<file path="src/inc/nvsc_pkg.sv">
//
// Purpose: Constants for the host controller of a store/recall static RAM.
// Assumes: 40 MHz ref_clk; AXI4-Lite register access from software.
// Notes: Register map and command codes are the host's own.
package nvsc_pkg;
	// ------------------------------------------------------------
	// Clock and timing
	// ------------------------------------------------------------
	localparam int CLK_NS = 25;
	localparam int T_ACC_NS = 35;
	localparam int T_GAP_NS = 25;
	localparam int T_PULSE_NS = 15;
	localparam int T_BUSY_NS = 300;
	localparam int T_RECOVER_NS = 700;
	localparam int T_RECALL_US = 20;
	localparam int T_STORE_MS = 10;
	localparam int ACC_CYC = (T_ACC_NS + CLK_NS - 1) / CLK_NS;
	localparam int GAP_CYC = (T_GAP_NS + CLK_NS - 1) / CLK_NS;
	localparam int PULSE_CYC = (T_PULSE_NS + CLK_NS - 1) / CLK_NS;
	localparam int BUSY_CYC = (T_BUSY_NS + CLK_NS - 1) / CLK_NS;
	localparam int RECOVER_CYC = (T_RECOVER_NS + CLK_NS - 1) / CLK_NS;
	localparam int RECALL_CYC = (T_RECALL_US * 1000 + CLK_NS - 1) / CLK_NS;
	localparam int STORE_CYC = (T_STORE_MS * 1000000 + CLK_NS - 1) / CLK_NS;
	localparam int CNT_W = 24;
	// ------------------------------------------------------------
	// Pins
	// ------------------------------------------------------------
	localparam int ADDR_W = 15;
	localparam int DATA_W = 8;
	localparam int SEQ_LEN = 6;
	localparam logic [13:0] SEQ_A0 = 14'h0E38;
	localparam logic [13:0] SEQ_A1 = 14'h31C7;
	localparam logic [13:0] SEQ_A2 = 14'h03E0;
	localparam logic [13:0] SEQ_A3 = 14'h3C1F;
	localparam logic [13:0] SEQ_A4 = 14'h303F;
	localparam logic [13:0] SEQ_STORE = 14'h0FC0;
	localparam logic [13:0] SEQ_RECALL = 14'h0C63;
	// ------------------------------------------------------------
	// Registers
	// ------------------------------------------------------------
	localparam int AXI_AW = 8;
	localparam logic [7:0] REG_CTRL = 8'h00;
	localparam logic [7:0] REG_ADDR = 8'h04;
	localparam logic [7:0] REG_WDATA = 8'h08;
	localparam logic [7:0] REG_STATUS = 8'h0C;
	localparam logic [7:0] REG_RDATA = 8'h10;
	localparam int CTRL_GO = 0;
	localparam int CTRL_CMD_LSB = 1;
	localparam int CMD_W = 3;
	localparam int ST_BUSY = 0;
	localparam int ST_DONE = 1;
	localparam int ST_PIN = 2;
	localparam logic [2:0] CMD_READ = 3'h0;
	localparam logic [2:0] CMD_WRITE = 3'h1;
	localparam logic [2:0] CMD_HSTORE = 3'h2;
	localparam logic [2:0] CMD_SSTORE = 3'h3;
	localparam logic [2:0] CMD_SRECALL = 3'h4;
	localparam logic [1:0] RESP_OKAY = 2'h0;
	localparam logic [1:0] RESP_SLVERR = 2'h2;
endpackage

</file>
<file path="src/logic/nvsc_axil.sv">
//
// Purpose: AXI4-Lite slave front end for the controller registers.
// Assumes: One write and one read under way at most.
// Notes: Write address and data taken in either order.
//
`timescale 1ns/1ps
module nvsc_axil (
	input wire logic ref_clk, // Clock
	input wire logic rst_n, // Synchronous reset, active low
	input wire logic [7:0] s_axi_awaddr, // Write address
	input wire logic s_axi_awvalid, // Write address valid
	output logic s_axi_awready, // Write address ready
	input wire logic [31:0] s_axi_wdata, // Write data
	input wire logic [3:0] s_axi_wstrb, // Byte strobes
	input wire logic s_axi_wvalid, // Write data valid
	output logic s_axi_wready, // Write data ready
	output logic [1:0] s_axi_bresp, // Write response
	output logic s_axi_bvalid, // Write response valid
	input wire logic s_axi_bready, // Write response ready
	input wire logic [7:0] s_axi_araddr, // Read address
	input wire logic s_axi_arvalid, // Read address valid
	output logic s_axi_arready, // Read address ready
	output logic [31:0] s_axi_rdata, // Read data
	output logic [1:0] s_axi_rresp, // Read response
	output logic s_axi_rvalid, // Read data valid
	input wire logic s_axi_rready, // Read data ready
	output logic reg_wr, // Register write pulse
	output logic [7:0] reg_waddr, // Register write address
	output logic [31:0] reg_wdata, // Register write data
	output logic [3:0] reg_wstrb, // Register write strobes
	input wire logic reg_wok, // Write address is mapped
	output logic [7:0] reg_raddr, // Register read address
	input wire logic [31:0] reg_rdata, // Register read value
	input wire logic reg_rok // Read address is mapped
);
	logic aw_got;
	logic w_got;

	// Handshake readies, closed while a response waits
	assign s_axi_awready = !aw_got && !s_axi_bvalid;
	assign s_axi_wready = !w_got && !s_axi_bvalid;
	assign s_axi_arready = !s_axi_rvalid;
	assign reg_wr = aw_got && w_got;
	assign reg_raddr = s_axi_araddr;

	// Capture address and data independently
	always_ff @(posedge ref_clk) begin
		if (!rst_n) begin
			aw_got <= 1'b0;
			w_got <= 1'b0;
			reg_waddr <= 8'h00;
			reg_wdata <= 32'h0000_0000;
			reg_wstrb <= 4'h0;
		end else begin
			if (s_axi_awvalid && s_axi_awready) begin
				aw_got <= 1'b1;
				reg_waddr <= s_axi_awaddr;
			end else if (reg_wr) begin
				aw_got <= 1'b0;
			end
			if (s_axi_wvalid && s_axi_wready) begin
				w_got <= 1'b1;
				reg_wdata <= s_axi_wdata;
				reg_wstrb <= s_axi_wstrb;
			end else if (reg_wr) begin
				w_got <= 1'b0;
			end
		end
	end

	// Write response after both halves arrive
	always_ff @(posedge ref_clk) begin
		if (!rst_n) begin
			s_axi_bvalid <= 1'b0;
			s_axi_bresp <= nvsc_pkg::RESP_OKAY;
		end else if (reg_wr) begin
			s_axi_bvalid <= 1'b1;
			s_axi_bresp <= reg_wok ? nvsc_pkg::RESP_OKAY : nvsc_pkg::RESP_SLVERR;
		end else if (s_axi_bready) begin
			s_axi_bvalid <= 1'b0;
		end
	end

	// Read answer one cycle after the address is taken
	always_ff @(posedge ref_clk) begin
		if (!rst_n) begin
			s_axi_rvalid <= 1'b0;
			s_axi_rdata <= 32'h0000_0000;
			s_axi_rresp <= nvsc_pkg::RESP_OKAY;
		end else if (s_axi_arvalid && s_axi_arready) begin
			s_axi_rvalid <= 1'b1;
			s_axi_rdata <= reg_rdata;
			s_axi_rresp <= reg_rok ? nvsc_pkg::RESP_OKAY : nvsc_pkg::RESP_SLVERR;
		end else if (s_axi_rready) begin
			s_axi_rvalid <= 1'b0;
		end
	end
endmodule

</file>
<file path="src/logic/nvsc_ctrl.sv">
//
// Purpose: Host controller driving a store/recall static RAM over its pins.
// Assumes: Pin inputs synchronous to ref_clk; pull-up on the store/busy wire.
// Notes: Software issues one command at a time through the control register.
//
// The AXI4-Lite register port and the register addresses are this design's own decisions.
`timescale 1ns/1ps
module nvsc_ctrl #(
	parameter int STORE_CYC = nvsc_pkg::STORE_CYC // Software store wait, cycles
) (
	input wire logic ref_clk, // 40 MHz clock
	input wire logic rst_n, // Synchronous reset, active low
	input wire logic [7:0] s_axi_awaddr, // Write address
	input wire logic s_axi_awvalid, // Write address valid
	output logic s_axi_awready, // Write address ready
	input wire logic [31:0] s_axi_wdata, // Write data
	input wire logic [3:0] s_axi_wstrb, // Byte strobes
	input wire logic s_axi_wvalid, // Write data valid
	output logic s_axi_wready, // Write data ready
	output logic [1:0] s_axi_bresp, // Write response
	output logic s_axi_bvalid, // Write response valid
	input wire logic s_axi_bready, // Write response ready
	input wire logic [7:0] s_axi_araddr, // Read address
	input wire logic s_axi_arvalid, // Read address valid
	output logic s_axi_arready, // Read address ready
	output logic [31:0] s_axi_rdata, // Read data
	output logic [1:0] s_axi_rresp, // Read response
	output logic s_axi_rvalid, // Read data valid
	input wire logic s_axi_rready, // Read data ready
	output logic chip_sel_n, // Chip select, active low
	output logic write_en_n, // Write enable, active low
	output logic out_en_n, // Output enable, active low
	output logic [14:0] sram_addr, // Address pins
	input wire logic [7:0] data_io_i, // Data pins, input side
	output logic [7:0] data_io_o, // Data pins, output side
	output logic data_io_oe, // Data pins driven
	input wire logic store_busy_n_i, // Store/busy pin level
	output logic store_busy_n_o, // Store/busy pull value, always low
	output logic store_busy_n_oe // Store/busy pulled low
);
	typedef enum logic [6:0] {
		ST_IDLE = 7'h01,
		ST_ACC = 7'h02,
		ST_GAP = 7'h04,
		ST_PULSE = 7'h08,
		ST_BWAIT = 7'h10,
		ST_RECOV = 7'h20,
		ST_NVWAIT = 7'h40
	} nvsc_state_e;

	nvsc_state_e state;
	logic [2:0] cmd;
	logic pend;
	logic done;
	logic [2:0] seq_idx;
	logic [nvsc_pkg::CNT_W-1:0] cnt;
	logic [14:0] addr_reg;
	logic [7:0] wdata_reg;
	logic [7:0] rdata_reg;
	logic reg_wr;
	logic [7:0] reg_waddr;
	logic [31:0] reg_wdata;
	logic [3:0] reg_wstrb;
	logic [7:0] reg_raddr;
	logic [31:0] reg_rdata;
	logic reg_rok;
	logic reg_wok;
	logic is_seq;
	logic seq_last;
	logic start_ok;
	logic cnt_end;

	// Sequence address for a step; top address bit left low
	function automatic logic [14:0] seq_addr(input logic [2:0] idx, input logic recall);
		logic [13:0] a;
		a = nvsc_pkg::SEQ_A0;
		case (idx)
			3'h1: a = nvsc_pkg::SEQ_A1;
			3'h2: a = nvsc_pkg::SEQ_A2;
			3'h3: a = nvsc_pkg::SEQ_A3;
			3'h4: a = nvsc_pkg::SEQ_A4;
			3'h5: a = recall ? nvsc_pkg::SEQ_RECALL : nvsc_pkg::SEQ_STORE;
			default: a = nvsc_pkg::SEQ_A0;
		endcase
		return {1'b0, a};
	endfunction

	// Decoder for mapped register offsets
	function automatic logic reg_mapped(input logic [7:0] a);
		return a == nvsc_pkg::REG_CTRL || a == nvsc_pkg::REG_ADDR ||
			a == nvsc_pkg::REG_WDATA || a == nvsc_pkg::REG_STATUS ||
			a == nvsc_pkg::REG_RDATA;
	endfunction

	// ------------------------------------------------------------
	// Register bus
	// ------------------------------------------------------------
	nvsc_axil u_axil (
		.ref_clk(ref_clk),
		.rst_n(rst_n),
		.s_axi_awaddr(s_axi_awaddr),
		.s_axi_awvalid(s_axi_awvalid),
		.s_axi_awready(s_axi_awready),
		.s_axi_wdata(s_axi_wdata),
		.s_axi_wstrb(s_axi_wstrb),
		.s_axi_wvalid(s_axi_wvalid),
		.s_axi_wready(s_axi_wready),
		.s_axi_bresp(s_axi_bresp),
		.s_axi_bvalid(s_axi_bvalid),
		.s_axi_bready(s_axi_bready),
		.s_axi_araddr(s_axi_araddr),
		.s_axi_arvalid(s_axi_arvalid),
		.s_axi_arready(s_axi_arready),
		.s_axi_rdata(s_axi_rdata),
		.s_axi_rresp(s_axi_rresp),
		.s_axi_rvalid(s_axi_rvalid),
		.s_axi_rready(s_axi_rready),
		.reg_wr(reg_wr),
		.reg_waddr(reg_waddr),
		.reg_wdata(reg_wdata),
		.reg_wstrb(reg_wstrb),
		.reg_wok(reg_wok),
		.reg_raddr(reg_raddr),
		.reg_rdata(reg_rdata),
		.reg_rok(reg_rok)
	);

	assign reg_wok = reg_mapped(reg_waddr);
	assign reg_rok = reg_mapped(reg_raddr);
	assign is_seq = cmd == nvsc_pkg::CMD_SSTORE || cmd == nvsc_pkg::CMD_SRECALL;
	assign seq_last = seq_idx == 3'(nvsc_pkg::SEQ_LEN - 1);
	assign cnt_end = cnt == '0;
	// Accesses wait while the device holds store/busy low
	assign start_ok = pend && store_busy_n_i;

	// Register read mux
	always_comb begin
		reg_rdata = 32'h0000_0000;
		case (reg_raddr)
			nvsc_pkg::REG_CTRL: reg_rdata = {28'h0, cmd, 1'b0};
			nvsc_pkg::REG_ADDR: reg_rdata = {17'h0, addr_reg};
			nvsc_pkg::REG_WDATA: reg_rdata = {24'h0, wdata_reg};
			nvsc_pkg::REG_STATUS: reg_rdata = {29'h0, store_busy_n_i, done, pend};
			nvsc_pkg::REG_RDATA: reg_rdata = {24'h0, rdata_reg};
			default: reg_rdata = 32'h0000_0000;
		endcase
	end

	// Software-written settings; commands ignored while busy
	always_ff @(posedge ref_clk) begin
		if (!rst_n) begin
			addr_reg <= 15'h0000;
			wdata_reg <= 8'h00;
			cmd <= nvsc_pkg::CMD_READ;
		end else if (reg_wr && !pend && reg_wstrb[0]) begin
			if (reg_waddr == nvsc_pkg::REG_ADDR) begin
				addr_reg <= reg_wdata[14:0];
			end
			if (reg_waddr == nvsc_pkg::REG_WDATA) begin
				wdata_reg <= reg_wdata[7:0];
			end
			if (reg_waddr == nvsc_pkg::REG_CTRL && reg_wdata[nvsc_pkg::CTRL_GO]) begin
				cmd <= reg_wdata[nvsc_pkg::CTRL_CMD_LSB +: nvsc_pkg::CMD_W];
			end
		end
	end

	// Busy flag and sticky done flag; a new done wins over a clear
	always_ff @(posedge ref_clk) begin
		if (!rst_n) begin
			pend <= 1'b0;
			done <= 1'b0;
		end else begin
			if (reg_wr && !pend && reg_wstrb[0] && reg_waddr == nvsc_pkg::REG_CTRL &&
				reg_wdata[nvsc_pkg::CTRL_GO]) begin
				pend <= 1'b1;
			end else if (state != ST_IDLE && state != ST_ACC && state != ST_GAP
				&& state != ST_PULSE && cnt_end && (state == ST_NVWAIT
				|| state == ST_RECOV)) begin
				pend <= 1'b0;
			end else if (state == ST_GAP && cnt_end && !is_seq) begin
				pend <= 1'b0;
			end
			if ((state == ST_GAP && cnt_end && !is_seq) ||
				((state == ST_NVWAIT || state == ST_RECOV) && cnt_end)) begin
				done <= 1'b1;
			end else if (reg_wr && reg_waddr == nvsc_pkg::REG_STATUS &&
				reg_wdata[nvsc_pkg::ST_DONE]) begin
				done <= 1'b0;
			end
		end
	end

	// ------------------------------------------------------------
	// Pin sequencer
	// ------------------------------------------------------------
	always_ff @(posedge ref_clk) begin
		if (!rst_n) begin
			state <= ST_IDLE;
			cnt <= '0;
			seq_idx <= 3'h0;
			chip_sel_n <= 1'b1;
			write_en_n <= 1'b1;
			out_en_n <= 1'b1;
			sram_addr <= 15'h0000;
			data_io_o <= 8'h00;
			data_io_oe <= 1'b0;
			store_busy_n_oe <= 1'b0;
			rdata_reg <= 8'h00;
		end else begin
			case (state)
				ST_IDLE: begin
					seq_idx <= 3'h0;
					if (start_ok && cmd == nvsc_pkg::CMD_HSTORE) begin
						store_busy_n_oe <= 1'b1;
						cnt <= nvsc_pkg::CNT_W'(nvsc_pkg::PULSE_CYC - 1);
						state <= ST_PULSE;
					end else if (start_ok) begin
						// Select falls with write enable on a write, with output enable on a read, alone otherwise
						chip_sel_n <= 1'b0;
						write_en_n <= cmd != nvsc_pkg::CMD_WRITE;
						out_en_n <= cmd != nvsc_pkg::CMD_READ;
						data_io_oe <= cmd == nvsc_pkg::CMD_WRITE;
						data_io_o <= wdata_reg;
						sram_addr <= is_seq ? seq_addr(3'h0, 1'b0) : addr_reg;
						cnt <= nvsc_pkg::CNT_W'(nvsc_pkg::ACC_CYC - 1);
						state <= ST_ACC;
					end
				end
				ST_ACC: begin
					// Store/busy is never pulled during an access
					store_busy_n_oe <= 1'b0;
					if (cnt_end) begin
						if (cmd == nvsc_pkg::CMD_READ) begin
							rdata_reg <= data_io_i;
						end
						chip_sel_n <= 1'b1;
						write_en_n <= 1'b1;
						out_en_n <= 1'b1;
						data_io_oe <= 1'b0;
						cnt <= nvsc_pkg::CNT_W'(nvsc_pkg::GAP_CYC - 1);
						state <= ST_GAP;
					end else begin
						cnt <= cnt - 1'b1;
					end
				end
				ST_GAP: begin
					if (!cnt_end) begin
						cnt <= cnt - 1'b1;
					end else if (is_seq && seq_last) begin
						// Store runs with or without earlier writes
						cnt <= cmd == nvsc_pkg::CMD_SRECALL ?
							nvsc_pkg::CNT_W'(nvsc_pkg::RECALL_CYC) :
							nvsc_pkg::CNT_W'(STORE_CYC);
						state <= ST_NVWAIT;
					end else if (is_seq) begin
						// Next step only after one full gap; no foreign access between
						seq_idx <= seq_idx + 1'b1;
						sram_addr <= seq_addr(seq_idx + 1'b1, cmd == nvsc_pkg::CMD_SRECALL);
						chip_sel_n <= 1'b0;
						cnt <= nvsc_pkg::CNT_W'(nvsc_pkg::ACC_CYC - 1);
						state <= ST_ACC;
					end else begin
						state <= ST_IDLE;
					end
				end
				ST_PULSE: begin
					if (cnt_end) begin
						store_busy_n_oe <= 1'b0;
						cnt <= nvsc_pkg::CNT_W'(nvsc_pkg::BUSY_CYC);
						state <= ST_BWAIT;
					end else begin
						cnt <= cnt - 1'b1;
					end
				end
				ST_BWAIT: begin
					// Give the device time to take the pin, then wait for release
					if (!cnt_end) begin
						cnt <= cnt - 1'b1;
					end else if (store_busy_n_i) begin
						cnt <= nvsc_pkg::CNT_W'(nvsc_pkg::RECOVER_CYC);
						state <= ST_RECOV;
					end
				end
				ST_RECOV: begin
					if (cnt_end) begin
						state <= ST_IDLE;
					end else begin
						cnt <= cnt - 1'b1;
					end
				end
				ST_NVWAIT: begin
					if (cnt_end) begin
						state <= ST_IDLE;
					end else begin
						cnt <= cnt - 1'b1;
					end
				end
				default: begin
					state <= ST_IDLE;
				end
			endcase
		end
	end

	assign store_busy_n_o = 1'b0;
endmodule
</file>
<file path="config.mk">
export PLATFORM = sky130hd
export DESIGN_NAME = nvsc_ctrl
export DESIGN_NICKNAME = d
export VERILOG_FILES = /design/src/inc/nvsc_pkg.sv /design/src/logic/nvsc_axil.sv /design/src/logic/nvsc_ctrl.sv
export SDC_FILE = /design/constraint.sdc
export NUM_CORES = 1
export LEC_CHECK = 0
export CAP_MARGIN = 20
export CORE_MARGIN = 1.5
export CORE_UTILIZATION = 30
export DETAILED_ROUTE_END_ITERATION = 8
export DONT_BUFFER_PORTS = 1
export MAX_ROUTING_LAYER = met4
export PLACE_DENSITY_LB_ADDON = 0.1
export SLEW_MARGIN = 40
export SYNTH_ARGS = -nofsm -noshare
export SYNTH_HDL_FRONTEND = slang
export SYNTH_SLANG_ARGS = --single-unit
</file>
<file path="constraint.sdc">
create_clock -name ref_clk -period 3.2 [get_ports ref_clk]
set_input_delay 0.8 -clock ref_clk [delete_from_list [all_inputs] [get_ports ref_clk]]
set_output_delay 0.8 -clock ref_clk [all_outputs]
set_load 0.1 [all_outputs]
</file>
After elaboration in Yosys (flattened, before gate mapping)
Index checks and enable logic that the tools add are counted.
Widths: inputs -> output; s select.
{"block": "totals", "reg_bits": 162, "inputBits": 68, "out_inout_bits": 70}
{"block": "op_classes", "add_sub_neg": 2, "eq_ne": 45, "muxes": 70, "bitwise": 1, "reduce_logical": 70}
{"cell": "$mux 24", "n": 10}
{"cell": "$pmux 24 s6", "n": 1}
{"cell": "$mux 15", "n": 6}
{"cell": "$pmux 15 s5", "n": 1}
{"cell": "$pmux 14 s5", "n": 1}
{"cell": "$mux 7", "n": 9}
{"cell": "$pmux 7 s6", "n": 1}
{"cell": "$eq 8x4->1 const B", "n": 4}
{"cell": "$pmux 15 s2", "n": 1}
{"cell": "$mux 1", "n": 26}
{"cell": "$logic_and 1x1->1", "n": 24}
{"cell": "$logic_not 24->1", "n": 1}
{"cell": "$sub 24x1->24 const B", "n": 1}
{"cell": "$ne 2x2->1 const B", "n": 11}
{"cell": "$mux 19", "n": 1}
{"cell": "$eq 8x3->1 const B", "n": 2}
{"cell": "$eq 8x5->1 const B", "n": 2}
{"cell": "$logic_not 8->1", "n": 2}
{"cell": "$reduce_and 7->1", "n": 2}
{"cell": "$reduce_bool 2->1", "n": 7}
{"cell": "$eq 3x2->1 const B", "n": 4}
{"cell": "$eq 3x3->1 const B", "n": 4}
{"cell": "$reduce_bool 3->1", "n": 4}
{"cell": "$logic_or 1x1->1", "n": 11}
{"cell": "other kinds (33)", "n": 52}

Depth between registers and ports, before layout
{"block": "logic_depth", "word_depth": 8, "mapped_depth": 11}

Hierarchy
A second synthesis with hierarchy kept.
{"block": "unflattened", "cells_unflattened": 999, "area_unflattened_um2": 8095.3}
{"mod": "nvsc_ctrl", "instances": 1, "cells_each": 624, "area_per_inst_um2": 5061.1, "seq_area_each_um2": 1961.9}
{"mod": "nvsc_axil", "instances": 1, "cells_each": 375, "area_per_inst_um2": 3034.2, "seq_area_each_um2": 1641.6}

Worst setup path after synthesis
Ideal clock, no wire load.
{"block": "synth_path", "path_kind": "flip-flop to flip-flop", "start": "register u_axil.s_axi_bvalid", "end": "register u_axil.reg_wdata[10]", "setup_time_ns": 0.070, "arrival_ns": 3.048, "required_time_ns": 3.130, "path_slack_ns": 0.081, "path_stages_with_launch": 7, "path_cell_list": "dfxtp_1 -> nor2_1 -> and2_1 -> clkbuf_1 -> clkbuf_1 -> nand2_1 -> a21oi_1"}
{"block": "synth_between", "elab_chain_len": 3}
{"element": "start, declared", "line_no": "nvsc_axil.sv:18", "rtl": "output logic s_axi_bvalid,"}
{"element": "start signal, assigned", "line_no": "nvsc_axil.sv:74", "rtl": "s_axi_bvalid <= 1'b0;"}
{"element": "start signal, assigned", "line_no": "nvsc_axil.sv:77", "rtl": "s_axi_bvalid <= 1'b1;"}
{"element": "start signal, assigned", "line_no": "nvsc_axil.sv:80", "rtl": "s_axi_bvalid <= 1'b0;"}
{"element": "$logic_not 1->1", "line_no": "nvsc_axil.sv:41", "rtl": "assign s_axi_wready = !w_got && !s_axi_bvalid;"}
{"element": "$logic_and 1x1->1", "line_no": "nvsc_axil.sv:41"}
{"element": "named net s_axi_wready", "line_no": "nvsc_ctrl.sv:19", "rtl": "output logic s_axi_wready,"}
{"element": "$logic_and 1x1->1", "line_no": "nvsc_axil.sv:61", "rtl": "if (s_axi_wvalid && s_axi_wready) begin"}
{"element": "end signal, assigned", "line_no": "nvsc_axil.sv:63", "rtl": "reg_wdata <= s_axi_wdata;"}
{"element": "end, declared", "line_no": "nvsc_axil.sv:29", "rtl": "output logic [31:0] reg_wdata,"}
The timed path passes the listed nets, and every way through them passes these cells.
A chain may end at the register's enable or synchronous reset.

Worst setup path after layout
{"block": "layout_path", "start": "register cnt[7] (netlist name)", "end": "register cnt[22] (netlist name)"}
{"block": "layout_between", "elab_chain_len": 3, "elab_cells_between_ends": 12, "classes_between": "1 x add/sub; 3 x eq/ne; 6 x mux; 2 x reduce/logical"}
{"element": "start, declared", "line_no": "nvsc_ctrl.sv:56", "rtl": "logic [nvsc_pkg::CNT_W-1:0] cnt;"}
{"element": "start signal, assigned", "line_no": "nvsc_ctrl.sv:216", "rtl": "cnt <= nvsc_pkg::CNT_W'(nvsc_pkg::PULSE_CYC - 1);"}
{"element": "start signal, assigned", "line_no": "nvsc_ctrl.sv:226", "rtl": "cnt <= nvsc_pkg::CNT_W'(nvsc_pkg::ACC_CYC - 1);"}
{"element": "start signal, assigned", "line_no": "nvsc_ctrl.sv:241", "rtl": "cnt <= nvsc_pkg::CNT_W'(nvsc_pkg::GAP_CYC - 1);"}
{"element": "$sub 24x1->24 or $logic_not 24->1 (tied branches)"}
{"element": "$mux 24 (tied with other cells)", "line_no": "nvsc_ctrl.sv:286, nvsc_ctrl.sv:293"}
{"element": "$pmux 24 s6 or $reduce_and 5->1 (tied branches)"}
Several ways; a longest one is shown, not always the timed one. The select of a mux whose other input is x is not followed.

==> impl_metrics.tcl <==
set metrics [dict create \
    finalSetupTns_ps 0 \
    setup_violations 0 \
    worstSetupPathType "flop to flop" \
    p_seq_frac 0.417 \
    critPathLaunchType "flop" \
    synth_edf_count 0 \
    syn_to_final_growth_pct 12.6 \
    layout-drive-gt1-share 0.152 \
    slew_viol_final 0 \
    io_pins 138 \
    grt_antenna_before_repair 0 \
    routabilityCongestion 0.859 \
    clock-root-buffer "clkbuf_16" \
    largest_reg_flops 24 \
    drc 0 \
    num_vias 5931 \
    fmax_mhz 352 \
    pwr_density_cell_nw_per_um2 587 \
    wl_per_cell_um 18.0 \
    post-route-period-util 0.888 \
    rows 55 \
    antennaDiodeCount 0 \
    finalClockSkew_ps 9.80 \
    h-tree-depth 4 \
    whs_ps 454 \
    clk_pin_slew_worst_paths_ps 70 \
    die_h_um 154 \
    initial_core_util 0.303 \
    p_leak_nw 3.03 \
    drt_iter0_markers 359 \
    grt_pass1_vias 5881 \
    ys_seq_area_frac 0.419 \
    cts_sinks 143 \
    grt_max_degree 73 \
    clk_latency_ps 430 \
    post_cts_resized 0 \
    slew_headroom 0.487 \
    post_cts_buffers 0 \
    timing_hold_violations_final 0 \
    ys_types 77 \
    dieArea_um2 23700 \
    peakVddDrop_mv 0.303 \
    share_comb_of_total_power 0.144 \
    rsz0062_at_grt "false" \
    tightest_slew_ps 769 \
    cts_inserted_buffers 17 \
    synthCells 832 \
    synth_seq_cells 143 \
    hold_path_class "input port to flop" \
    dr.pass1.iters 6 \
    critPathArrivalTime_ps 3140 \
    synth-main-ff-cell "dfxtp_1" \
    critPathCaptureType "flop" \
    grt_pass1_wl_um 32900 \
    die_w_um 154 \
    io_buffers 0 \
    worst-path-max-fanout 9 \
    coreArea_um2 22500 \
    hold_buffers 0 \
    p_switching_mw 1.44 \
    synthArstFlopShare 0 \
    crit_required_ps 3500 \
    tritoncts "built" \
    cts_buffer_depth 2 \
    syn_area_um2 6830 \
    drv_cap 0 \
    power_frac_clock 0.439 \
    nNetsFinal 901 \
    p_sw_frac 0.318 \
    groute.usage.overall 0.182 \
    synth_warnings 0 \
    grt.overflow.total 0 \
    p_int_mw 3.08 \
    synth_area_per_cell_um2 8.21 \
    wl_um 20200 \
    status "finished, final reports clean" \
    layout_min_cycle_time_ps 2840 \
    detail-route-antenna-nets 0 \
    dpl.hpwl_um 14900 \
    viasPerCell 5.28 \
    largest_register "cnt" \
]
==> cell type report <==
cell class	count	area, µm²
well taps	285	357
multi-input cells	631	3630
repair buffers	22	165
clock inverters	14	150
clock buffers	17	425
fillers	2351	14800
flip-flops and latches	143	2920
inverters	11	42.5
==> worst max-delay path, stage by stage, from the launching register on <==
cell	delay [ps]
dfxtp_1	350
or4_1	690
nor4_2	340
and3_1	390
o21a_1	450
buf_4	190
a21oi_1	40
o211ai_1	180
o21ai_1	80
==> cell usage after synthesis, types with 4 or more instances <==
cell type | n | area (µm²)
a211oi_1 | 5 | 37.5
inv_1 | 10 | 37.5
nor2b_1 | 7 | 43.8
ha_1 | 7 | 87.6
nand3b_1 | 5 | 37.5
or3_1 | 7 | 43.8
a21oi_2 | 4 | 35.0
o21ai_0 | 35 | 175
clkbuf_1 | 27 | 101
nor2_1 | 83 | 312
and3_1 | 6 | 37.5
xnor2_1 | 6 | 52.6
and2_1 | 4 | 25.0
nand2b_1 | 7 | 43.8
mux2i_1 | 37 | 370
buf_4 | 24 | 180
o211ai_1 | 15 | 113
nor4_1 | 10 | 62.6
a222oi_1 | 4 | 40.0
a21oi_1 | 84 | 420
or4_1 | 9 | 67.6
buf_2 | 11 | 55.1
o21ai_1 | 8 | 40.0
nand4_1 | 4 | 25.0
nor3_1 | 21 | 105
dfxtp_1 | 143 | 2860
nand2_1 | 134 | 503
a31oi_1 | 6 | 37.5
nand3_1 | 34 | 170
==> per-stage QoR <==
stage	power (mW)	worst slack, ps	cells	utilization	area (µm²)
final	4.51	358	1123	0.342	7690
after global placement	2.57	452	1092	0.314	7060
after CTS	4.56	395	1123	0.342	7690
after detailed placement	2.58	404	1092	0.316	7120
after floorplan	2.46	81.3	851	-	6900
after global routing	4.71	186	1123	0.342	7690
==> placed cells by master (no fill, tap or decap), drive strengths merged, types with 4 or more instances in the layout <==
cell type,n
a211oi,5
a21oi,89
a222oi,4
a31oi,6
and2,5
and3,6
buf,22
clkbuf,17
conb,20
dfxtp,143
ha,7
inv,18
mux2i,37
nand2,137
nand2b,8
nand3,35
nand3b,5
nand4,4
nor2,85
nor2b,7
nor3,23
nor4,11
o211ai,15
o21ai,46
o311ai,4
or3,8
or4,9
xnor2,6
==> final timing paths <==
check / slack, ps / from / depth (start not counted) / to
setup reg to reg: 360 / cnt[7]$_SDFFE_PN0P_ / 8 / cnt[22]$_SDFFE_PN0P_
setup / recovery: 360 / cnt[7]$_SDFFE_PN0P_ / 8 / cnt[22]$_SDFFE_PN0P_
hold reg to reg: 450 / u_axil.reg_waddr[1]$_SDFFE_PN0P_ / 2 / u_axil.reg_waddr[1]$_SDFFE_PN0P_
hold / removal: 450 / rst_n / 1 / chip_sel_n$_SDFFE_PN1P_
==> kinds of logic (layout without fill, tap and decap cells) <==
family | after synthesis | after routing | synth area share
fa+ha+maj | 7 | 7 | 0.0128
compound gates | 203 | 203 | 0.192
xor+xnor | 9 | 9 | 0.0115
simple gates | 352 | 352 | 0.245
flops | 143 | 143 | 0.419
mux | 40 | 40 | 0.0592
buf+inv | 77 | 64 | 0.0597
other cells | 1 | 20 | 0.000549
==> power groups by stage <==
stage	registers [mW]	clock network [mW]	logic, mW
global route	1.89	2.10	0.715
CTS	1.88	2.03	0.655
detailed placement	1.92	0	0.652
floorplan	1.91	0	0.549
finish	1.88	1.98	0.650
global placement	1.92	0	0.649
==> per-layer routing <==
layer,track usage,vias up,routed length (µm)
met5,-,-,0
li1,-,2922,-
met2,0.292,170,9710
met1,0.222,2810,9010
met3,0.0482,29,1110
met4,0.0596,0,332
No activity file was read; power rests on OpenSTA's default activity.
